===== config.mk =====
export PLATFORM = sky130hd
export DESIGN_NAME = adc_readout_host_flat
export DESIGN_NICKNAME = d
export VERILOG_FILES = /design/src/adc_readout_pkg.sv /design/src/readout_if.sv /design/src/adc_readout_host.sv /design/src/flat_wrapper.sv
export SDC_FILE = /design/constraint.sdc
export NUM_CORES = 1
export LEC_CHECK = 0
export ABC_AREA = 0
export ABC_CLOCK_PERIOD_IN_PS = 3800
export BUFFER_PORTS_ARGS = -buffer_cell sky130_fd_sc_hd__buf_2
export CORE_MARGIN = 5
export CORE_UTILIZATION = 50
export CTS_CLUSTER_DIAMETER = 30
export CTS_CLUSTER_SIZE = 12
export DETAILED_ROUTE_END_ITERATION = 16
export GPL_ROUTABILITY_DRIVEN = 0
export PLACE_DENSITY = 0.71
export SLEW_MARGIN = 10
export SYNTH_ARGS = -nofsm -noshare
export SYNTH_HDL_FRONTEND = slang
export SYNTH_SLANG_ARGS = --single-unit

===== constraint.sdc =====
create_clock -name pclk -period 3.8 [get_ports pclk]
set_clock_uncertainty 0.15 [all_clocks]
set_input_delay 0.19 -clock pclk [delete_from_list [all_inputs] [get_ports pclk]]
set_output_delay 0.19 -clock pclk [all_outputs]
set_load 0.01 [all_outputs]

===== src/adc_readout_pkg.sv =====
package adc_readout_pkg;
	// timing
	localparam int CLK_MHZ = 200;
	localparam int SLAVE_SCLK_MAX_MHZ = 40;
	localparam int SPI_MAX_MBPS = 17;
	// least host half period that keeps the spi rate at or below the limit
	localparam int HOST_HALF = (CLK_MHZ + 2 * SPI_MAX_MBPS - 1) / (2 * SPI_MAX_MBPS);
	// shortest external clock level the device can still see
	localparam int DEV_MIN_HALF = CLK_MHZ / (2 * SLAVE_SCLK_MAX_MHZ);
	localparam int MASTER_HALF = 2;
	localparam int SLOW_HALF = 8;
	localparam int PAR_LOW = 3;
	// result and transfer shape
	localparam int RES_W = 18;
	localparam logic [4:0] RES_BITS = 5'h12;
	localparam logic [4:0] SPI_BITS = 5'h18;
	localparam int WORD_W = 32;
	localparam int PAD_W = WORD_W - RES_W;
	localparam int W16 = 16;
	localparam int W8 = 8;
	localparam logic [1:0] LAST16 = 2'h1;
	localparam logic [1:0] LAST8 = 2'h2;
	// {iface_sel_hi, iface_sel_lo}
	localparam logic [1:0] SEL_P18 = 2'h0;
	localparam logic [1:0] SEL_P16 = 2'h1;
	localparam logic [1:0] SEL_P8 = 2'h2;
	localparam logic [1:0] SEL_SERIAL = 2'h3;
	// host registers
	localparam logic [11:0] CTRL_OFS = 12'h000;
	localparam logic [11:0] STAT_OFS = 12'h004;
	localparam logic [11:0] DATA_OFS = 12'h008;
	localparam int CTRL_SEL_LO = 0;
	localparam int CTRL_SEL_HI = 1;
	localparam int CTRL_CLKSRC = 2;
	localparam int CTRL_RDC = 3;
	localparam int CTRL_DIV = 4;
	localparam int CTRL_SCLK_INV = 5;
	localparam int CTRL_SYNC_INV = 6;
	localparam int CTRL_IN_BUSY = 7;
	localparam int CTRL_START = 8;
	localparam logic [7:0] CTRL_RST = 8'h00;
	localparam int ST_BUSY = 0;
	localparam int ST_DONE = 1;
	localparam int ST_LATE = 2;
	localparam int ST_ACTIVE = 3;
endpackage


===== src/readout_if.sv =====
`timescale 1ns/100ps
interface readout_if;
	logic cs_n, rd_n, iface_sel_lo, iface_sel_hi, clock_source_select;
	logic read_timing_chain_in, clock_divide_select, sclk_invert, sync_invert, host_sclk;
	logic dev_sclk, dev_sclk_oe_n, sync, sync_oe_n, serial_result_out, sdo_oe_n;
	logic [17:0] data;
	logic data_oe_n, busy, late_read_flag;
	modport device(input cs_n, rd_n, iface_sel_lo, iface_sel_hi, clock_source_select,
		read_timing_chain_in, clock_divide_select, sclk_invert, sync_invert, host_sclk,
		output dev_sclk, dev_sclk_oe_n, sync, sync_oe_n, serial_result_out, sdo_oe_n,
		data, data_oe_n, busy, late_read_flag);
	modport host(output cs_n, rd_n, iface_sel_lo, iface_sel_hi, clock_source_select,
		read_timing_chain_in, clock_divide_select, sclk_invert, sync_invert, host_sclk,
		input dev_sclk, dev_sclk_oe_n, sync, sync_oe_n, serial_result_out, sdo_oe_n,
		data, data_oe_n, busy, late_read_flag);
endinterface


===== src/adc_readout_host.sv =====
`timescale 1ns/100ps
module adc_readout_host #(
	parameter int HALF = adc_readout_pkg::HOST_HALF,
	parameter int PAR_LOW = adc_readout_pkg::PAR_LOW
) (
	input wire logic pclk,
	input wire logic presetn,
	readout_if.host link,
	input wire logic [11:0] paddr,
	input wire logic psel,
	input wire logic penable,
	input wire logic pwrite,
	input wire logic [31:0] pwdata,
	output logic [31:0] prdata,
	output logic pready,
	output logic pslverr
);
	if (HALF < adc_readout_pkg::HOST_HALF || HALF > 255 || PAR_LOW < 2 || PAR_LOW > 255) begin : g_chk
		$error("host timing parameters out of range");
	end

	typedef enum {IDLE, ARM, PAR_LO, PAR_HI, SER_LO, SER_HI, M_WAIT} state_e;
	state_e st, next_st;
	logic [7:0] ctrl, next_ctrl, tmr, next_tmr;
	logic [31:0] acc, next_acc, dat, next_dat;
	logic [4:0] bits, next_bits;
	logic [1:0] chunk, next_chunk, last;
	logic done, next_done, late, next_late, cs_n, next_cs_n, rd_n, next_rd_n, sclk, next_sclk, s_q;
	logic wr, start, fin, s_now, may_read;
	logic [1:0] width;

	always_comb begin
		wr = psel && penable && pwrite;
		start = wr && paddr == adc_readout_pkg::CTRL_OFS && pwdata[adc_readout_pkg::CTRL_START];
		width = ctrl[adc_readout_pkg::CTRL_SEL_HI:adc_readout_pkg::CTRL_SEL_LO];
		may_read = !link.busy || ctrl[adc_readout_pkg::CTRL_IN_BUSY];
		s_now = link.dev_sclk ^ link.sclk_invert;
		unique case (width)
			adc_readout_pkg::SEL_P16: last = adc_readout_pkg::LAST16;
			adc_readout_pkg::SEL_P8: last = adc_readout_pkg::LAST8;
			default: last = 2'h0;
		endcase
		next_st = st;
		next_ctrl = ctrl;
		next_tmr = (tmr != 8'h00) ? tmr - 8'h01 : tmr;
		next_acc = acc;
		next_dat = dat;
		next_bits = bits;
		next_chunk = chunk;
		next_cs_n = cs_n;
		next_rd_n = rd_n;
		next_sclk = sclk;
		fin = 1'b0;
		if (wr && paddr == adc_readout_pkg::CTRL_OFS && st == IDLE) begin
			next_ctrl = pwdata[7:0];
		end
		unique case (st)
			IDLE: if (start) next_st = ARM;
			ARM: begin
				next_acc = '0;
				next_bits = 5'h00;
				next_chunk = 2'h0;
				if (width == adc_readout_pkg::SEL_SERIAL && !ctrl[adc_readout_pkg::CTRL_CLKSRC]) begin
					next_cs_n = 1'b0;
					next_rd_n = 1'b0;
					next_st = M_WAIT;
				end else if (may_read) begin
					next_cs_n = 1'b0;
					next_rd_n = 1'b0;
					next_sclk = 1'b0;
					next_tmr = (width == adc_readout_pkg::SEL_SERIAL) ? 8'(HALF) : 8'(PAR_LOW);
					next_st = (width == adc_readout_pkg::SEL_SERIAL) ? SER_LO : PAR_LO;
				end
			end
			PAR_LO: if (tmr == 8'h00) begin
				unique case (width)
					adc_readout_pkg::SEL_P16: next_acc = (acc << adc_readout_pkg::W16) | 32'(link.data);
					adc_readout_pkg::SEL_P8: next_acc = (acc << adc_readout_pkg::W8) | 32'(link.data);
					default: next_acc = 32'(link.data);
				endcase
				next_rd_n = 1'b1;
				next_tmr = 8'(PAR_LOW);
				next_chunk = chunk + 2'h1;
				if (chunk >= last) fin = 1'b1;
				else next_st = PAR_HI;
			end
			PAR_HI: if (tmr == 8'h00) begin
				next_rd_n = 1'b0;
				next_tmr = 8'(PAR_LOW);
				next_st = PAR_LO;
			end
			SER_LO: if (tmr == 8'h00 && may_read) begin
				next_sclk = 1'b1;
				next_tmr = 8'(HALF);
				next_st = SER_HI;
			end
			SER_HI: if (tmr == 8'h00) begin
				// falling edge: sample before the device moves on
				next_sclk = 1'b0;
				next_acc = {acc[30:0], link.serial_result_out};
				next_bits = bits + 5'h01;
				next_tmr = 8'(HALF);
				if (bits == adc_readout_pkg::SPI_BITS - 5'h01) fin = 1'b1;
				else next_st = SER_LO;
			end
			M_WAIT: if (s_now && !s_q && (link.sync ^ link.sync_invert)) begin
				next_acc = {acc[30:0], link.serial_result_out};
				next_bits = bits + 5'h01;
				if (bits == adc_readout_pkg::RES_BITS - 5'h01) fin = 1'b1;
			end
		endcase
		if (fin) begin
			next_dat = next_acc;
			next_cs_n = 1'b1;
			next_rd_n = 1'b1;
			next_sclk = 1'b0;
			next_st = IDLE;
		end
		next_done = fin || (done && !(wr && paddr == adc_readout_pkg::STAT_OFS && pwdata[adc_readout_pkg::ST_DONE]));
		next_late = link.late_read_flag ||
			(late && !(wr && paddr == adc_readout_pkg::STAT_OFS && pwdata[adc_readout_pkg::ST_LATE]));
		prdata = 32'h0000_0000;
		pslverr = 1'b0;
		unique case (paddr)
			adc_readout_pkg::CTRL_OFS: prdata = 32'(ctrl);
			adc_readout_pkg::STAT_OFS: begin
				prdata[adc_readout_pkg::ST_BUSY] = link.busy;
				prdata[adc_readout_pkg::ST_DONE] = done;
				prdata[adc_readout_pkg::ST_LATE] = late;
				prdata[adc_readout_pkg::ST_ACTIVE] = st != IDLE;
			end
			adc_readout_pkg::DATA_OFS: prdata = dat;
			default: pslverr = psel && penable;
		endcase
		pready = 1'b1;
	end

	always_ff @(posedge pclk or negedge presetn) begin
		if (!presetn) begin
			st <= IDLE;
			ctrl <= adc_readout_pkg::CTRL_RST;
			tmr <= 8'h00;
			acc <= '0;
			dat <= '0;
			bits <= 5'h00;
			chunk <= 2'h0;
			done <= 1'b0;
			late <= 1'b0;
			cs_n <= 1'b1;
			rd_n <= 1'b1;
			sclk <= 1'b0;
			s_q <= 1'b0;
		end else begin
			st <= next_st;
			ctrl <= next_ctrl;
			tmr <= next_tmr;
			acc <= next_acc;
			dat <= next_dat;
			bits <= next_bits;
			chunk <= next_chunk;
			done <= next_done;
			late <= next_late;
			cs_n <= next_cs_n;
			rd_n <= next_rd_n;
			sclk <= next_sclk;
			s_q <= s_now;
		end
	end

	assign link.cs_n = cs_n;
	assign link.rd_n = rd_n;
	assign link.host_sclk = sclk;
	assign link.iface_sel_lo = ctrl[adc_readout_pkg::CTRL_SEL_LO];
	assign link.iface_sel_hi = ctrl[adc_readout_pkg::CTRL_SEL_HI];
	assign link.clock_source_select = ctrl[adc_readout_pkg::CTRL_CLKSRC];
	assign link.read_timing_chain_in = ctrl[adc_readout_pkg::CTRL_RDC];
	assign link.clock_divide_select = ctrl[adc_readout_pkg::CTRL_DIV];
	assign link.sclk_invert = ctrl[adc_readout_pkg::CTRL_SCLK_INV];
	assign link.sync_invert = ctrl[adc_readout_pkg::CTRL_SYNC_INV];
endmodule


===== src/flat_wrapper.sv =====
// flat-port wrapper written by rule: the top's interface ports become plain ports
module adc_readout_host_flat 
#(
	parameter int HALF = adc_readout_pkg::HOST_HALF,
	parameter int PAR_LOW = adc_readout_pkg::PAR_LOW
)
  (pclk, presetn, paddr, psel, penable, pwrite, pwdata, prdata, pready, pslverr, link_cs_n, link_rd_n, link_iface_sel_lo, link_iface_sel_hi, link_clock_source_select, link_read_timing_chain_in, link_clock_divide_select, link_sclk_invert, link_sync_invert, link_host_sclk, link_dev_sclk, link_dev_sclk_oe_n, link_sync, link_sync_oe_n, link_serial_result_out, link_sdo_oe_n, link_data, link_data_oe_n, link_busy, link_late_read_flag);
  readout_if link_i ();
  input wire logic pclk;
  input wire logic presetn;
  input wire logic [11:0] paddr;
  input wire logic psel;
  input wire logic penable;
  input wire logic pwrite;
  input wire logic [31:0] pwdata;
  output logic [31:0] prdata;
  output logic pready;
  output logic pslverr;
  output wire logic [$bits(link_i.cs_n)-1:0] link_cs_n;
  output wire logic [$bits(link_i.rd_n)-1:0] link_rd_n;
  output wire logic [$bits(link_i.iface_sel_lo)-1:0] link_iface_sel_lo;
  output wire logic [$bits(link_i.iface_sel_hi)-1:0] link_iface_sel_hi;
  output wire logic [$bits(link_i.clock_source_select)-1:0] link_clock_source_select;
  output wire logic [$bits(link_i.read_timing_chain_in)-1:0] link_read_timing_chain_in;
  output wire logic [$bits(link_i.clock_divide_select)-1:0] link_clock_divide_select;
  output wire logic [$bits(link_i.sclk_invert)-1:0] link_sclk_invert;
  output wire logic [$bits(link_i.sync_invert)-1:0] link_sync_invert;
  output wire logic [$bits(link_i.host_sclk)-1:0] link_host_sclk;
  input wire logic [$bits(link_i.dev_sclk)-1:0] link_dev_sclk;
  input wire logic [$bits(link_i.dev_sclk_oe_n)-1:0] link_dev_sclk_oe_n;
  input wire logic [$bits(link_i.sync)-1:0] link_sync;
  input wire logic [$bits(link_i.sync_oe_n)-1:0] link_sync_oe_n;
  input wire logic [$bits(link_i.serial_result_out)-1:0] link_serial_result_out;
  input wire logic [$bits(link_i.sdo_oe_n)-1:0] link_sdo_oe_n;
  input wire logic [$bits(link_i.data)-1:0] link_data;
  input wire logic [$bits(link_i.data_oe_n)-1:0] link_data_oe_n;
  input wire logic [$bits(link_i.busy)-1:0] link_busy;
  input wire logic [$bits(link_i.late_read_flag)-1:0] link_late_read_flag;
  assign link_cs_n = link_i.cs_n;
  assign link_rd_n = link_i.rd_n;
  assign link_iface_sel_lo = link_i.iface_sel_lo;
  assign link_iface_sel_hi = link_i.iface_sel_hi;
  assign link_clock_source_select = link_i.clock_source_select;
  assign link_read_timing_chain_in = link_i.read_timing_chain_in;
  assign link_clock_divide_select = link_i.clock_divide_select;
  assign link_sclk_invert = link_i.sclk_invert;
  assign link_sync_invert = link_i.sync_invert;
  assign link_host_sclk = link_i.host_sclk;
  assign link_i.dev_sclk = link_dev_sclk;
  assign link_i.dev_sclk_oe_n = link_dev_sclk_oe_n;
  assign link_i.sync = link_sync;
  assign link_i.sync_oe_n = link_sync_oe_n;
  assign link_i.serial_result_out = link_serial_result_out;
  assign link_i.sdo_oe_n = link_sdo_oe_n;
  assign link_i.data = link_data;
  assign link_i.data_oe_n = link_data_oe_n;
  assign link_i.busy = link_busy;
  assign link_i.late_read_flag = link_late_read_flag;
  adc_readout_host #(.HALF(HALF), .PAR_LOW(PAR_LOW)) u_core (.pclk(pclk), .presetn(presetn), .link(link_i), .paddr(paddr), .psel(psel), .penable(penable), .pwrite(pwrite), .pwdata(pwdata), .prdata(prdata), .pready(pready), .pslverr(pslverr));
endmodule

Yosys cells after proc, flatten, opt, wreduce, memory -nomap -nowiden
Cells that the tools add are included.
{"block": "totals", "inputBits": 76, "out_inout_bits": 44, "reg_bits": 125, "word_cells": 143}
{"block": "classes", "eq_ne": 26, "bitwise_logic": 4, "muxes": 53, "magnitude_cmp": 1, "n_addsub": 3, "n_reduce_logical": 43}
{"op": "two-way mux 32 bit", "n": 13}
{"op": "one-hot mux 32 bit (6 select lines)", "n": 1}
{"op": "one-hot mux 32 bit (4 select lines)", "n": 1}
{"op": "== test 32 x 3 -> 1 bit, second input constant", "n": 3}
{"op": "== test 32 x 2 -> 1 bit, second input constant", "n": 2}
{"op": "logical NOT 32 bit", "n": 2}
{"op": "OR 32 x 18 -> 32 bit", "n": 2}
{"op": "one-hot mux 32 bit (2 select lines)", "n": 1}
{"op": "one-hot mux 28 bit (2 select lines)", "n": 1}
{"op": "two-way mux 8 bit", "n": 6}
{"op": "== test 32 x 1 -> 1 bit, second input constant", "n": 1}
{"op": "one-hot mux 8 bit (4 select lines)", "n": 1}
{"op": "nonzero test 32 bit", "n": 1}
{"op": "inequality test 3 x 1 -> 1 bit, second input constant", "n": 6}
{"op": "two-way mux 1 bit", "n": 17}
{"op": "one-hot mux 5 bit (3 select lines)", "n": 1}
{"op": "logical AND 1 bit", "n": 14}
{"op": "== test 12 x 3 -> 1 bit, second input constant", "n": 1}
{"op": "== test 12 x 4 -> 1 bit, second input constant", "n": 1}
{"op": "logical NOT 12 bit", "n": 1}
{"op": "one-hot mux 4 bit (3 select lines)", "n": 1}
{"op": "== test 5 bit, second input constant", "n": 2}
{"op": "two-way mux 5 bit", "n": 2}
{"op": "inequality test 3 x 2 -> 1 bit, second input constant", "n": 3}
{"op": "28 further kinds", "n": 46}

Depth between registers and ports, before layout
{"block": "logic_depth", "word_depth": 8, "ltp_mapped": 10}

Worst setup path before layout
No wires, ideal clock.
{"block": "synth_timing", "kind": "reg2reg", "from": "register u_core.ctrl[0]", "to": "register u_core.st[0]", "slack_ns": 1.206, "path_buffers": 1, "stages_incl_launch_ff": 10, "arrival_ns": 2.371, "period_less_slack_ns": 2.594, "path_cell_list": "dfrtp_1 inv_1 ha_1 clkbuf_1 inv_1 ha_1 a21oi_1 o221ai_1 or4_4 a21oi_2"}
{"block": "synth_between", "elab_chain_cells": 8}
{"element": "from (decl)", "line": "adc_readout_host.sv:24", "source": "logic [7:0] ctrl, next_ctrl, tmr, next_tmr;"}
{"element": "from (signal assigned)", "line": "adc_readout_host.sv:141", "source": "ctrl <= adc_readout_pkg::CTRL_RST;"}
{"element": "from (signal assigned)", "line": "adc_readout_host.sv:155", "source": "ctrl <= next_ctrl;"}
{"element": "== test 2 bit or == test 2 x 1 -> 1 bit (tied branches)", "line": "adc_readout_host.sv:38", "source": "unique case (width)"}
{"element": "one-hot mux 2 bit (2 select lines)", "line": "adc_readout_host.sv:38"}
{"element": ">= comparator 2 bit", "line": "adc_readout_host.sv:84", "source": "if (chunk >= last) fin = 1'b1;"}
{"element": "two-way mux 1 bit", "line": "adc_readout_host.sv:84"}
{"element": "two-way mux 1 bit", "line": "adc_readout_host.sv:75", "source": "PAR_LO: if (tmr == 8'h00) begin"}
{"element": "one-hot mux 1 bit (3 select lines)", "line": "adc_readout_host.sv:57", "source": "unique case (st)"}
{"element": "inequality test 4 x 1 -> 1 bit (no source line) (tied with other cells)"}
{"element": "AND reduction 9 bit (no source line)"}
{"element": "to (signal assigned)", "line": "adc_readout_host.sv:154", "source": "st <= next_st;"}
{"element": "to (decl)", "line": "adc_readout_host.sv:23", "source": "state_e st, next_st;"}
Parallel ways exist; a longest one is shown, timed or not.
A chain may end at the register's enable or synchronous reset.

Final worst setup path
{"block": "layout_timing", "from": "register u_core.st[0]", "to": "register u_core.acc[0]"}
{"block": "layout_between", "elab_chain_cells": 2}
{"element": "== test 32 x 3 -> 1 bit (tied with other cells)", "line": "adc_readout_host.sv:57"}
{"element": "one-hot mux 32 bit (4 select lines) *", "line": "adc_readout_host.sv:57"}
{"element": "via u_core.next_acc[0]", "line": "adc_readout_host.sv:25", "source": "logic [31:0] acc, next_acc, dat, next_dat;"}
{"element": "to (signal assigned)", "line": "adc_readout_host.sv:157", "source": "acc <= next_acc;"}
{"element": "to (decl)", "line": "adc_readout_host.sv:25"}
Mark *: on every way through the listed nets, which the timed path passes. The rest lies on a longest branch.

==> reports/qor.log <==
[timing] number of setup violations in the final report 0
[synthesis] cell types occupying the most area after synthesis dfrtp_1 (46%), a21oi_1 (6.3%), nand2_1 (5.6%)
[timing] final critical path time including I/O delays and setup 3.037 ns
[grt] largest net degree at the start of global routing 79
[clock_network] root buf cell clkbuf_8
[drt] Iteration-0 DRC Markers 326
[final_layout] antenna cells 0
[die] Die Y 110.8 um
[clock_network] TritonCTS clock tree built
[grt] global-route congestion overflow total 0
[grt] via count of the first global-routing pass 4425
[die] I/O Pins 120
[power] Worst IR Drop VDD 0.3240 mV
[power] internal power 2.140 mW
[timing] worst setup margin 0.7631 ns
[synthesis] net count after synthesis 639
[power] combinational fraction of design power 0.279
[setup_path] Crit path required time 3.95 ns
[drt] Antenna Nets Post-Route 0
[synthesis] commonest register cell after synthesis dfrtp_1
[synthesis] post-synthesis instance area 5076 sq um
[synthesis] share of flip-flops with an asynchronous set or reset 1.000
[placed_design] port bufs 91
[setup_path] kind of critical path flop to flop
[synthesis] post-synthesis average cell area 9.229 sq um
[final_layout] count of nets after finishing 738
[drt] post-detailed-route via-to-cell ratio 5.673
[power] Sw Ratio 0.3490
[timing] Final TNS setup 0 ns
[synthesis] Mapped Cells 550
[power] power per cell area 543.4 nW/um^2
[hold_path] start point of the worst min-delay path link_data[8]
[timing] actual slew at the worst max-slew pin 1.009 ns
[synthesis] cell types with the highest counts after synthesis dfrtp_1 (93), nand2_1 (76), a21oi_1 (64)
[setup_path] beginning of the critical path u_core.st[0]$_DFFE_PN0P_
[clock_network] Resized Gates After CTS 0
[synthesis] EDFF count, synth 0
[synthesis] area share of the largest cell type after synthesis 0.4585
[placed_design] pre-CTS setup slack 0.7773 ns
[synthesis] number of different library cells in the post-synthesis netlist 60
[setup_path] startpoint type of the worst setup path flop
[final_layout] area added between synthesis and finish 19.15%
[clock_network] Post-CTS Setup Bufs 0
[timing] unrepaired setup endpoints after global routing no
[power] NetSw 1.147 mW
[synthesis] xor/xnor cell area share of the yosys netlist 0.01208
[drt] wire length per cell 16.33 um
[hold_path] Hold Crit Class primary input to flop
[grt] total routing resource utilization after global routing 0.2114
[synthesis] Yosys warning total 0
[synthesis] cell type with the largest total area after synthesis dfrtp_1
[synthesis] fraction of synthesized area in multiplexers 0.03574
[clock_network] CTS clk-pin slew, worst paths 0.09 ns
[die] Cell Rows 36
[setup_path] worst endpoint data arrival time 3.18 ns
[job] number of max-capacitance violations reported 0
[final_layout] final cell area excluding filler cells 6048 sq um
[synthesis] Synth Area in Compound Gates 0.2029
[drt] Pre-Repair DR Iteration Count 5
[clock_network] TritonCTS buffer count 9
[synthesis] sequential cell area fraction in the yosys report 0.4688
[final_layout] share of final-layout standard cells stronger than drive strength 1 0.2236
[power] Clock Power Share 0.223
[final_layout] Filler cells 858
[die] Initial Utilization 0.5169
[clock_network] Post-CTS Hold Buffers 20
[synthesis] simple-gate area share of the yosys netlist 0.2061
[clock_network] number of clock sinks 95
[setup_path] Max Fanout on Critical Path 18
[clock_network] Skew-Pair Late Insertion Delay 0.36 ns
[synthesis] most frequent cell after synthesis dfrtp_1
[drt] number of remaining DRC errors 0
[timing] final hold violations 0
[placed_design] cell area after placement 5629 sq um
[setup_path] beginning of the worst register-to-register path u_core.st[0]$_DFFE_PN0P_
[power] share of power burned in registers 0.498
[clock_network] Clock Tree Buf Depth 2
[synthesis] flip-flop and latch count after synthesis 95
[die] area of the die 12270 sq um
[clock_network] number of H-tree levels 3
[status] outcome complete, no violations
[timing] portion of the clock cycle consumed by the worst path in the final layout 0.7992
[drt] final wirelength 12840 um
[timing] Max Freq 0.3293 GHz
[grt] number of antenna violations at the first check in global routing 0
[grt] global-route wire length before repair 21570 um
[die] die width 110.8 um
[timing] tightest slew margin relative to the limit 0.3271
[placed_design] DP Wirelength 9170 um
[timing] count of pins over their slew limit 0
[die] core area 9819 sq um
[synthesis] dominant combinational cell family by area after synthesis simple AND/OR/NAND/NOR gates
[final_layout] utilization of the core after routing 0.6160
[synthesis] Adder-Cell Fraction of Synth Area 0.03204
[setup_path] category of the worst setup path capture point flop
[drt] overall via count from detail_route 4459
[power] Static Leak 3.052 nW
[cells by family (layout without fill, tap and decap cells)]
family / after synthesis / count (layout)
fa+ha+maj: 13 / 13
compound gates: 156 / 156
other cells: 1 / 1
xor+xnor: 7 / 7
mux: 17 / 17
buf+inv: 46 / 149
flops: 95 / 95
simple gates: 215 / 215
[cell type report]
type                       count  area (sq um)  area share
multi-input combinational    409          2489      0.4115
sequential                    95          2380      0.3935
timing repair buffer         121         745.7      0.1233
tap                          133         166.4     0.02751
clock buffer                  10         137.6     0.02276
clock inverter                 5         81.33     0.01345
inverter                      13         48.80    0.008068
[state kept, by name, indices dropped and copies added, names as in the netlist]
register               cells
u_core.link.host_sclk      1
u_core.ctrl                8
u_core.tmr                 8
u_core.s_q                 1
u_core.link.rd_n           1
u_core.late                1
u_core.done                1
u_core.dat                32
u_core.st                  3
u_core.link.cs_n           1
u_core.chunk               2
u_core.bits                5
u_core.acc                31
[power groups by stage]
stage	logic [mW]	registers, mW	clock network [mW]
5_1_grt	1.07	1.68	0.788
4_1_cts	0.922	1.63	0.753
6_report	0.918	1.64	0.733
3_5_place_dp	0.899	1.65	0
3_3_place_gp	0.871	1.64	0
2_1_floorplan	0.731	1.53	0
[worst paths after layout]
check                           slack, ns                          end  cells past startpoint
min in group asynchronous            0.40  u_core.chunk[0]$_DFFE_PN0P_                      2
worst max-delay path                 0.76      u_core.acc[0]$_DFF_PN0_                      6
worst max register to register       0.76      u_core.acc[0]$_DFF_PN0_                      6
max in group asynchronous            2.29    u_core.dat[3]$_DFFE_PN0P_                      3
worst min-delay path                 0.03      u_core.acc[8]$_DFF_PN0_                      4
worst min register to register       0.34     u_core.acc[29]$_DFF_PN0_                      2
[routing by layer]
metal / vias up / global-route usage / share of wire / routed length (um)
met3: 16 / 0.03876 / 0.058 / 744
met2: 161 / 0.3333 / 0.47 / 5977
met5: - / 0 / 0 / 0
li1: 2148 / - / - / -
met4: 0 / 0.07143 / 0.015 / 192
met1: 2134 / 0.2942 / 0.46 / 5925
[placed cells by master, fill, tap and decap left out, types with 5 or more instances in the layout]
cell type and instances:
a21oi_1 63, a22o_1 13, a22oi_1 24, a2bb2oi_1 7, and3_1 25, buf_2 90, buf_4 10, clkbuf_8 10
dfrtp_1 93, dlygate4sd3_1 20, ha_1 13, inv_1 13, mux2_2 9, mux2i_1 8, nand2_1 76, nand2b_1 5
nand3_1 5, nor2_1 61, nor2b_1 6, nor3_1 5, o21ai_0 17, o31ai_1 5, or3_1 5, xor2_1 5
[critical path, stage by stage (launching register included)]
cell and delay [ns]:
dfrtp_1 0.68, nor2b_1 0.51, nand4_1 0.28, nand2b_1 0.51, a22oi_1 0.19, dlygate4sd3_1 0.59, nand2_1 0.06
[through the flow]
stage	hold WS [ns]	total power [mW]	instances
finish	0.03122	3.287	786
CTS	0.01900	3.305	786
global placement	0.2202	2.507	751
global route	0.03217	3.532	786
floorplan	-0.2556	2.260	550
detailed placement	0.2280	2.549	751
No activity file was read; power rests on OpenSTA's default activity.
